==> src/common/dma_chan_pkg.sv <==
package dma_chan_pkg;

  // ----------------------------------------
  // Widths
  // ----------------------------------------
  localparam int ADDR_W = 16;
  localparam int DATA_W = 16;
  localparam int REG_AW = 4;
  localparam int CTRL_W = 8;
  localparam int IRQ_W = 2;
  localparam int RING_W = 5;

  // ----------------------------------------
  // Register offsets
  // ----------------------------------------
  localparam logic [REG_AW-1:0] OFF_CTRL = 4'h0;
  localparam logic [REG_AW-1:0] OFF_SWREQ = 4'h2;
  localparam logic [REG_AW-1:0] OFF_SRC = 4'h4;
  localparam logic [REG_AW-1:0] OFF_DST = 4'h6;
  localparam logic [REG_AW-1:0] OFF_IRQ_STAT = 4'h8;
  localparam logic [REG_AW-1:0] OFF_IRQ_MASK = 4'hA;

  // ----------------------------------------
  // Control register fields
  // ----------------------------------------
  localparam int BIT_RING = 0;
  localparam int BIT_REQ = 1;
  localparam int BIT_CAUSE_LO = 2;
  localparam int BIT_CAUSE_HI = 3;
  localparam int BIT_EN = 4;
  localparam int BIT_SIZE = 5;
  localparam int BIT_SRC_INC = 6;
  localparam int BIT_DST_INC = 7;
  localparam logic [CTRL_W-1:0] CTRL_RESET = 8'h00;

  // Interrupt status and mask layout
  localparam int IRQ_DONE = 0;
  localparam int IRQ_DROP = 1;
  localparam logic [IRQ_W-1:0] IRQ_RESET = 2'h0;

  // ----------------------------------------
  // Ring buffer and address stepping
  // ----------------------------------------
  localparam logic [RING_W-1:0] RING_FIRST = 5'h00;
  localparam logic [RING_W-1:0] RING_LAST = 5'h1F;
  localparam logic [RING_W-1:0] RING_ONE = 5'h01;
  localparam logic [ADDR_W-1:0] STEP_BYTE = 16'h0001;
  localparam logic [ADDR_W-1:0] STEP_HALF = 16'h0002;
  localparam logic [ADDR_W-1:0] ADDR_RESET = 16'h0000;
  localparam logic [DATA_W-1:0] RD_ZERO = 16'h0000;

  typedef enum logic [1:0] {
    CAUSE_SW = 2'b00,
    CAUSE_SERIAL = 2'b01,
    CAUSE_TIMER = 2'b10,
    CAUSE_CHAIN = 2'b11
  } cause_e;

  typedef enum logic {
    ST_IDLE = 1'b0,
    ST_BUSY = 1'b1
  } state_e;

  function automatic logic [ADDR_W-1:0] stepOf(input logic byteUnit);
    stepOf = byteUnit ? STEP_BYTE : STEP_HALF;
  endfunction

endpackage

==> src/common/addr_step_if.sv <==
`timescale 1ns/10ps
interface addr_step_if;
  import dma_chan_pkg::*;
  logic load;
  logic [ADDR_W-1:0] loadValue;
  logic step;
  logic incr;
  logic byteUnit;
  logic wrap;
  logic [ADDR_W-1:0] addr;
  modport ctrl (output load, loadValue, step, incr, byteUnit, wrap, input addr);
  modport stepper (input load, loadValue, step, incr, byteUnit, wrap, output addr);
endinterface

==> src/verilog/address_stepper.sv <==
`timescale 1ns/10ps
module address_stepper
  import dma_chan_pkg::*;
(
  input wire logic sys_clk,
  input wire logic rst,
  addr_step_if.stepper step
);

  logic [ADDR_W-1:0] start_r;
  logic [ADDR_W-1:0] start_nxt;
  logic [ADDR_W-1:0] addr_r;
  logic [ADDR_W-1:0] addr_nxt;

  // ----------------------------------------
  // Current and start address
  // ----------------------------------------
  always_comb begin
    start_nxt = start_r;
    addr_nxt = addr_r;
    if (step.load) begin
      start_nxt = step.loadValue;
      addr_nxt = step.loadValue;
    end else if (step.step && step.wrap) begin
      addr_nxt = start_r;
    end else if (step.step && step.incr) begin
      addr_nxt = addr_r + stepOf(step.byteUnit);
    end
  end

  always_ff @(posedge sys_clk) begin
    if (rst) begin
      start_r <= ADDR_RESET;
      addr_r <= ADDR_RESET;
    end else begin
      start_r <= start_nxt;
      addr_r <= addr_nxt;
    end
  end

  assign step.addr = addr_r;
endmodule

==> src/verilog/dma_channel_control.sv <==
// The register addresses and strobed register access are this design's own decisions.
`timescale 1ns/10ps
// Notes on behaviour
// - Control bit 0 picks normal mode at 0 and ring-buffer mode at 1.
// - In ring mode, after 32 transfers the addresses return to their start and repeat.
// - In ring mode the transfer counter free-runs and transfers go on until disabled.
// - In ring mode the completion interrupt is never raised.
// - The request flag in bit 1 is set by each accepted request and is readable.
// - Writing 0 to the request flag clears it; writing 1 leaves it unchanged.
// - A request arriving while the flag is set is refused until the transfer completes, or, before the transfer starts, until a write of 0 clears the flag.
// - Bits 3:2 pick the cause: software, serial buffer empty, timer pin, prior channel.
// - Bit 4 enables transfers at 1 and disables them at 0.
// - Clearing the enable while a transfer is under way still finishes that transfer; an accepted request that has not started waits for the enable.
// - Bit 5 picks 16-bit units at 0 and 8-bit units at 1.
// - Bit 6 keeps the source address fixed at 0 and increments it at 1.
// - Bit 7 keeps the destination address fixed at 0 and increments it at 1.
// - With the software cause, any write to the software-request register is a request.
// - Increments are one per 8-bit unit and two per 16-bit unit; fixed stays put.
module dma_channel_control
  import dma_chan_pkg::*;
(
  input wire logic sys_clk,
  input wire logic rst,
  input wire logic [REG_AW-1:0] regAddr,
  input wire logic [DATA_W-1:0] regWrData,
  input wire logic regWrite,
  input wire logic regRead,
  output logic [DATA_W-1:0] regRdData,
  input wire logic txBufEmpty,
  input wire logic timerInPin,
  input wire logic prevUnitDone,
  output logic xferReq,
  input wire logic xferAck,
  output logic [ADDR_W-1:0] xferSrcAddr,
  output logic [ADDR_W-1:0] xferDstAddr,
  output logic xferByteUnit,
  output logic unitDone,
  output logic irq
);

  addr_step_if srcStep ();
  addr_step_if dstStep ();

  logic [CTRL_W-1:0] ctrl_r;
  logic [CTRL_W-1:0] ctrl_nxt;
  logic reqFlag_r;
  logic reqFlag_nxt;
  state_e state_r;
  state_e state_nxt;
  logic byteUnit_r;
  logic byteUnit_nxt;
  logic unitDone_r;
  logic unitDone_nxt;
  logic [RING_W-1:0] ringCnt_r;
  logic [RING_W-1:0] ringCnt_nxt;
  logic [IRQ_W-1:0] irqStat_r;
  logic [IRQ_W-1:0] irqStat_nxt;
  logic [IRQ_W-1:0] irqMask_r;
  logic [IRQ_W-1:0] irqMask_nxt;
  logic [DATA_W-1:0] rdData_r;
  logic [DATA_W-1:0] rdData_nxt;
  logic [2:0] timerSync_r;
  logic [2:0] timerSync_nxt;
  logic timerLvl_r;
  logic timerLvl_nxt;
  logic txPrev_r;

  logic ringMode;
  logic chanEnable;
  cause_e cause;
  logic ctrlWrite;
  logic reqClear;
  logic swWrite;
  logic timerRise;
  logic serialRise;
  logic reqEvent;
  logic accept;
  logic drop;
  logic go;
  logic doneNow;
  logic ringWrap;

  assign ringMode = ctrl_r[BIT_RING];
  assign chanEnable = ctrl_r[BIT_EN];
  assign cause = cause_e'(ctrl_r[BIT_CAUSE_HI:BIT_CAUSE_LO]);
  assign ctrlWrite = regWrite && (regAddr == OFF_CTRL);
  assign reqClear = ctrlWrite && !regWrData[BIT_REQ];

  // ----------------------------------------
  // Request sources
  // ----------------------------------------
  // Pin goes through three flops; an edge counts once the last two agree
  always_comb begin
    timerSync_nxt = {timerSync_r[1:0], timerInPin};
    timerLvl_nxt = timerLvl_r;
    if (timerSync_r[1] == timerSync_r[2]) begin
      timerLvl_nxt = timerSync_r[2];
    end
  end

  always_ff @(posedge sys_clk) begin
    if (rst) begin
      timerSync_r <= 3'h0;
      timerLvl_r <= 1'b0;
      txPrev_r <= 1'b0;
    end else begin
      timerSync_r <= timerSync_nxt;
      timerLvl_r <= timerLvl_nxt;
      txPrev_r <= txBufEmpty;
    end
  end

  assign timerRise = timerLvl_nxt && !timerLvl_r;
  assign serialRise = txBufEmpty && !txPrev_r;
  assign swWrite = regWrite && (regAddr == OFF_SWREQ);

  always_comb begin
    case (cause)
      CAUSE_SW: reqEvent = swWrite;
      CAUSE_SERIAL: reqEvent = serialRise;
      CAUSE_TIMER: reqEvent = timerRise;
      CAUSE_CHAIN: reqEvent = prevUnitDone;
      default: reqEvent = 1'b0;
    endcase
  end

  // Clearing in the same cycle frees the flag, so the new event still lands
  assign accept = reqEvent && (state_r == ST_IDLE) && (!reqFlag_r || reqClear);
  assign drop = reqEvent && !accept;

  // ----------------------------------------
  // Transfer sequencing
  // ----------------------------------------
  assign go = (state_r == ST_IDLE) && chanEnable && reqFlag_r && !reqClear;
  assign doneNow = (state_r == ST_BUSY) && xferAck;
  assign ringWrap = ringMode && (ringCnt_r == RING_LAST);

  always_comb begin
    state_nxt = state_r;
    byteUnit_nxt = byteUnit_r;
    unitDone_nxt = 1'b0;
    ringCnt_nxt = ringCnt_r;
    case (state_r)
      ST_IDLE: begin
        if (go) begin
          state_nxt = ST_BUSY;
          byteUnit_nxt = ctrl_r[BIT_SIZE];
        end
      end
      ST_BUSY: begin
        // Enable is not looked at here: an accepted unit always completes
        if (xferAck) begin
          state_nxt = ST_IDLE;
          unitDone_nxt = 1'b1;
          if (ringMode) begin
            ringCnt_nxt = ringWrap ? RING_FIRST : RING_W'(ringCnt_r + RING_ONE);
          end
        end
      end
      default: state_nxt = ST_IDLE;
    endcase
  end

  always_ff @(posedge sys_clk) begin
    if (rst) begin
      state_r <= ST_IDLE;
      byteUnit_r <= 1'b0;
      unitDone_r <= 1'b0;
      ringCnt_r <= RING_FIRST;
    end else begin
      state_r <= state_nxt;
      byteUnit_r <= byteUnit_nxt;
      unitDone_r <= unitDone_nxt;
      ringCnt_r <= ringCnt_nxt;
    end
  end

  assign xferReq = (state_r == ST_BUSY);
  assign xferByteUnit = byteUnit_r;
  assign unitDone = unitDone_r;

  // ----------------------------------------
  // Address steppers
  // ----------------------------------------
  assign srcStep.load = regWrite && (regAddr == OFF_SRC);
  assign srcStep.loadValue = regWrData;
  assign srcStep.step = doneNow;
  assign srcStep.incr = ctrl_r[BIT_SRC_INC];
  assign srcStep.byteUnit = byteUnit_r;
  assign srcStep.wrap = ringWrap;
  assign dstStep.load = regWrite && (regAddr == OFF_DST);
  assign dstStep.loadValue = regWrData;
  assign dstStep.step = doneNow;
  assign dstStep.incr = ctrl_r[BIT_DST_INC];
  assign dstStep.byteUnit = byteUnit_r;
  assign dstStep.wrap = ringWrap;

  address_stepper srcStepper (
    .sys_clk(sys_clk),
    .rst(rst),
    .step(srcStep.stepper)
  );

  address_stepper dstStepper (
    .sys_clk(sys_clk),
    .rst(rst),
    .step(dstStep.stepper)
  );

  assign xferSrcAddr = srcStep.addr;
  assign xferDstAddr = dstStep.addr;

  // ----------------------------------------
  // Registers and interrupt
  // ----------------------------------------
  always_comb begin
    ctrl_nxt = ctrl_r;
    reqFlag_nxt = reqFlag_r;
    irqMask_nxt = irqMask_r;
    if (ctrlWrite) begin
      ctrl_nxt = regWrData[CTRL_W-1:0];
      ctrl_nxt[BIT_REQ] = 1'b0;
    end
    if (reqClear || doneNow) begin
      reqFlag_nxt = 1'b0;
    end
    if (accept) begin
      reqFlag_nxt = 1'b1;
    end
    if (regWrite && (regAddr == OFF_IRQ_MASK)) begin
      irqMask_nxt = regWrData[IRQ_W-1:0];
    end
    irqStat_nxt = irqStat_r;
    if (regWrite && (regAddr == OFF_IRQ_STAT)) begin
      irqStat_nxt = irqStat_r & ~regWrData[IRQ_W-1:0];
    end
    // Set after clear so an event in the clearing cycle survives
    if (doneNow && !ringMode) begin
      irqStat_nxt[IRQ_DONE] = 1'b1;
    end
    if (drop) begin
      irqStat_nxt[IRQ_DROP] = 1'b1;
    end
    rdData_nxt = RD_ZERO;
    if (regRead) begin
      case (regAddr)
        OFF_CTRL: rdData_nxt = DATA_W'({ctrl_r[CTRL_W-1:BIT_REQ+1], reqFlag_r, ctrl_r[BIT_RING]});
        OFF_SRC: rdData_nxt = srcStep.addr;
        OFF_DST: rdData_nxt = dstStep.addr;
        OFF_IRQ_STAT: rdData_nxt = DATA_W'(irqStat_r);
        OFF_IRQ_MASK: rdData_nxt = DATA_W'(irqMask_r);
        default: rdData_nxt = RD_ZERO;
      endcase
    end
  end

  always_ff @(posedge sys_clk) begin
    if (rst) begin
      ctrl_r <= CTRL_RESET;
      reqFlag_r <= 1'b0;
      irqStat_r <= IRQ_RESET;
      irqMask_r <= IRQ_RESET;
      rdData_r <= RD_ZERO;
    end else begin
      ctrl_r <= ctrl_nxt;
      reqFlag_r <= reqFlag_nxt;
      irqStat_r <= irqStat_nxt;
      irqMask_r <= irqMask_nxt;
      rdData_r <= rdData_nxt;
    end
  end

  assign regRdData = rdData_r;
  assign irq = |(irqStat_r & irqMask_r);
endmodule
==> config.mk <==
export PLATFORM = sky130hd
export DESIGN_NAME = dma_channel_control
export DESIGN_NICKNAME = d
export VERILOG_FILES = /design/src/common/dma_chan_pkg.sv /design/src/common/addr_step_if.sv /design/src/verilog/address_stepper.sv /design/src/verilog/dma_channel_control.sv
export SDC_FILE = /design/constraint.sdc
export NUM_CORES = 1
export LEC_CHECK = 0
export BUFFER_PORTS_ARGS = -buffer_cell sky130_fd_sc_hd__clkbuf_2
export CORE_UTILIZATION = 29
export CTS_CLUSTER_SIZE = 30
export DETAILED_ROUTE_END_ITERATION = 8
export GPL_TIMING_DRIVEN = 0
export HOLD_SLACK_MARGIN = 0.02
export PLACE_DENSITY_LB_ADDON = 0.25
export SKIP_LAST_GASP = 1
export SYNTH_ARGS = -nofsm -noshare
export SYNTH_HDL_FRONTEND = slang
export SYNTH_HIERARCHICAL = 1
export SYNTH_SLANG_ARGS = --single-unit
==> constraint.sdc <==
create_clock -name sys_clk -period 2.3 [get_ports sys_clk]
set_input_delay 0.23 -clock sys_clk [delete_from_list [all_inputs] [get_ports sys_clk]]
set_output_delay 0.23 -clock sys_clk [all_outputs]
set_load 0.05 [all_outputs]
==> qor.yml <==
status:
  status: "finished, final reports clean"
power:
  p_leak_uw: 0.00240
  ir_worst_vdd_v: 0.000362
  power-per-cell-area_nw_per_um2: 562
synthesis:
  synth-edff-count: 0
  yosys.area_share.adder_pct: 2.21
  async_flop_share_pct: 0
  synth_top_cell_by_area: "dfxtp_1"
  syn_area_um2: 5200
  synth_most_common_cell: "dfxtp_1"
  syn-num-nets: 651
  synth-compound-area-share_pct: 23.4
  synth_mux_area_share_pct: 6.16
  synthTopCellsByArea: "dfxtp_1 40%, mux2i_1 6.2%, a21oi_1 6.0%"
  avgSynthCellArea_um2: 8.46
  synth_common_cells: "105 x dfxtp_1, 63 x nand2_1, 62 x a21oi_1, 58 x nor2_1, 34 x o21ai_0"
  synth_top_family_by_area: "compound AO/OA/AOI/OAI gates"
  yosysSeqAreaShare_pct: 40.4
  yosysUniqueCellTypes: 74
  synth_xor_area_share_pct: 1.35
  yosys.area.top_type_share_pct: 40.4
  syn_inst: 615
  ys_dominant_reg_cell: "dfxtp_1"
  ys_warn_count: 6
  ys_ff_latch: 105
  synth_simple_gate_area_share_pct: 22.6
clock_network:
  cts.hold.buffers_added: 0
  cts.htree.levels: 3
  cts_sinks: 105
  clk_latency_ps: 360
  cts.reportedPaths.clkPinSlew_ps: 70
  cts_buffers: 9
  cts_root_buf: "clkbuf_16"
  clockBufferDepth: 2
  cts_tree: "yes"
global_routing:
  gr-total-overflow: 0
  grt_max_degree: 17
  grt_antenna_before_repair: 0
  grt_use_total_pct: 18.7
  grt_pass1_vias: 4816
  grt_first_pass_wirelength_mm: 26.4
worst_hold_path:
  min_path_type: "in2reg"
  whs_path_depth: 3
  hold_start: "txBufEmpty"
  hold_end: "txPrev_r$_SDFF_PP0_"
sta:
  fin_crit_ps: 2260
  report.final.slew_viol_count: 0
  rsz0062_at_grt: "true"
  setup_viol_count_final: 0
  tns_ps: 0
  worst_pin_slew_ps: 727
  setup_ws_ps: 42.6
  post-route-period-util_pct: 98.1
  finalHoldViolCount: 0
  skew_ps: 8.53
  fmax_mhz: 443
  relSlewSlack_pct: 50.8
worst_setup_path:
  reg2reg_from: "ringCnt_r[0]$_SDFFE_PP0P_"
  crit_path_max_fanout: 8
  required_ps: 2540
  critPathLaunch: "ringCnt_r[0]$_SDFFE_PP0P_"
  rr_worst_depth: 10
  cp-start-kind: "flip-flop"
  cp-end-kind: "flip-flop"
  regToRegSetupSlack_ps: 40
  criticalPathCategory: "reg2reg"
  worstPathArrival_ps: 2500
  r2r_end: "dstStepper/step.addr[8]$_SDFFE_PP0P_"
floorplanning:
  dieWidth_um: 136
  io_pins: 80
  start_util_pct: 29.9
  core.rowCount: 48
  coreArea_um2: 17400
  die-area_um2: 18500
  fp.dieH_um: 136
routing:
  vias_per_cell: 5.43
  drtIter0Drc: 365
  routed_wirelength_mm: 16.9
  antenna_left: 0
  dr.pass1.iters: 5
  route.vias.total: 5122
  wl_per_cell_um: 17.9
  drc: 0
placed_design:
  place_hpwl_mm: 12.4
  place.gp.congestion: 0.837
  post-place-ws_ps: -763
  port_buffers: 78
flow_run:
  maxCapViolations: 0
finish:
  syn_to_final_growth_pct: 22.9
  drive_gt1_share_pct: 24.1
  num-nets-final: 750
  diodes: 0
==> state kept, by name (all words and copies together), names as in the netlist <==
name,count
unitDone,1
ringCnt_r,5
reqFlag_r,1
dstStepper/step.addr,16
ctrl_r,7
irqStat_r,2
regRdData,16
timerLvl_r,1
irqMask_r,2
srcStepper/step.addr,16
timerSync_r,3
srcStepper/start_r,16
xferReq,1
dstStepper/start_r,16
xferByteUnit,1
txPrev_r,1
==> routing by layer <==
layer | up-vias | wire length, µm | GRT usage [%]
met5 | - | 0 | 0
met4 | 0 | 242 | 4.26
met3 | 20 | 1100 | 4.92
met2 | 172 | 7650 | 29.7
met1 | 2465 | 7930 | 25.1
li1 | 2465 | - | -
==> placed cells by master, fill, tap and decap left out, types with 4 or more instances in the layout <==
master | synthesis | routed
dfxtp_1 | 105 | 101
clkbuf_2 | 0 | 81
a21oi_1 | 62 | 61
nand2_1 | 63 | 59
nor2_1 | 58 | 58
mux2i_1 | 32 | 32
o21ai_0 | 34 | 31
nand3_1 | 29 | 29
a22oi_1 | 26 | 26
inv_1 | 15 | 15
buf_4 | 1 | 13
nor3_1 | 14 | 13
clkbuf_1 | 15 | 11
clkbuf_16 | 0 | 9
nor2b_1 | 9 | 8
buf_2 | 12 | 7
nand4_1 | 6 | 6
a31oi_1 | 6 | 6
o221ai_1 | 7 | 6
a211oi_1 | 6 | 6
a211o_1 | 5 | 5
nand2_2 | 1 | 5
and3_1 | 6 | 5
o21a_1 | 5 | 5
o22ai_1 | 7 | 5
nand2b_1 | 4 | 4
and2_1 | 6 | 4
o211a_1 | 4 | 4
xnor2_1 | 4 | 4
xor2_1 | 4 | 4
ha_1 | 6 | 4
dfxtp_2 | 0 | 4
a311oi_1 | 4 | 4
==> area by class of cell <==
type	instances	area, µm²
Buffer	31	174
Clock buffer	11	253
Clock inverter	5	30.0
Fill cell	1877	11000
Inverter	15	56.3
Multi-Input combinational cell	464	3020
Sequential cell	105	2110
Tap cell	225	282
Timing Repair Buffer	88	465
==> worst max-delay path, stage by stage (launching register included) <==
cell	delay, ps
dfxtp_2	340
ha_4	160
and3_4	180
ha_4	150
and2_4	160
buf_6	130
or4bb_4	570
o21ai_2	100
nand3_1	90
nor3_1	190
nor3_1	60
==> cells by family after synthesis <==
group,Yosys count
and+or+nand+nor,228
muxes,32
xor gates and xnor gates,8
buffers and inverters,46
AOI/OAI and AO/OA,188
adders and majority gates,8
DFF,105
==> how the worst max path moves through the flow <==
stage | end | cells past startpoint
2_1_floorplan | dstStepper/step.addr[13]$_SDFFE_PP0P_ | 10
3_5_place_dp | srcStepper/step.addr[7]$_SDFFE_PP0P_ | 10
3_3_place_gp | srcStepper/step.addr[7]$_SDFFE_PP0P_ | 10
5_1_grt | dstStepper/step.addr[8]$_SDFFE_PP0P_ | 10
4_1_cts | srcStepper/step.addr[7]$_SDFFE_PP0P_ | 10
6_report | dstStepper/step.addr[8]$_SDFFE_PP0P_ | 10
==> through the flow <==
step / cell area (µm²) / power (µW) / cells / utilization (%) / hold slack, ps
global placement: 5880 / 2140 / 918 / 33.8 / 439
finish: 6390 / 3590 / 944 / 36.7 / 87.6
global route: 6390 / 3750 / 944 / 36.7 / 106
detailed placement: 5880 / 2140 / 918 / 33.8 / 435
CTS: 6330 / 3640 / 941 / 36.3 / 78.7
floorplan: 5210 / 2030 / 615 / - / 358
==> what timing repair did <==
action / in CTS / in global routing
setup endpoints to repair: 58 / 49
pin swaps: 4 / 2
gates cloned: 0 / 0
gates resized for setup: 33 / 14
buffers inserted: 7 / 3
==> report_power, final <==
part	switching, µW	internal (µW)	leakage [µW]	total, µW
logic	171	74.6	0.00141	245
clock network	701	788	0.000137	1490
registers	22.3	1840	0.000850	1860
(Power assumes the default switching activity.)
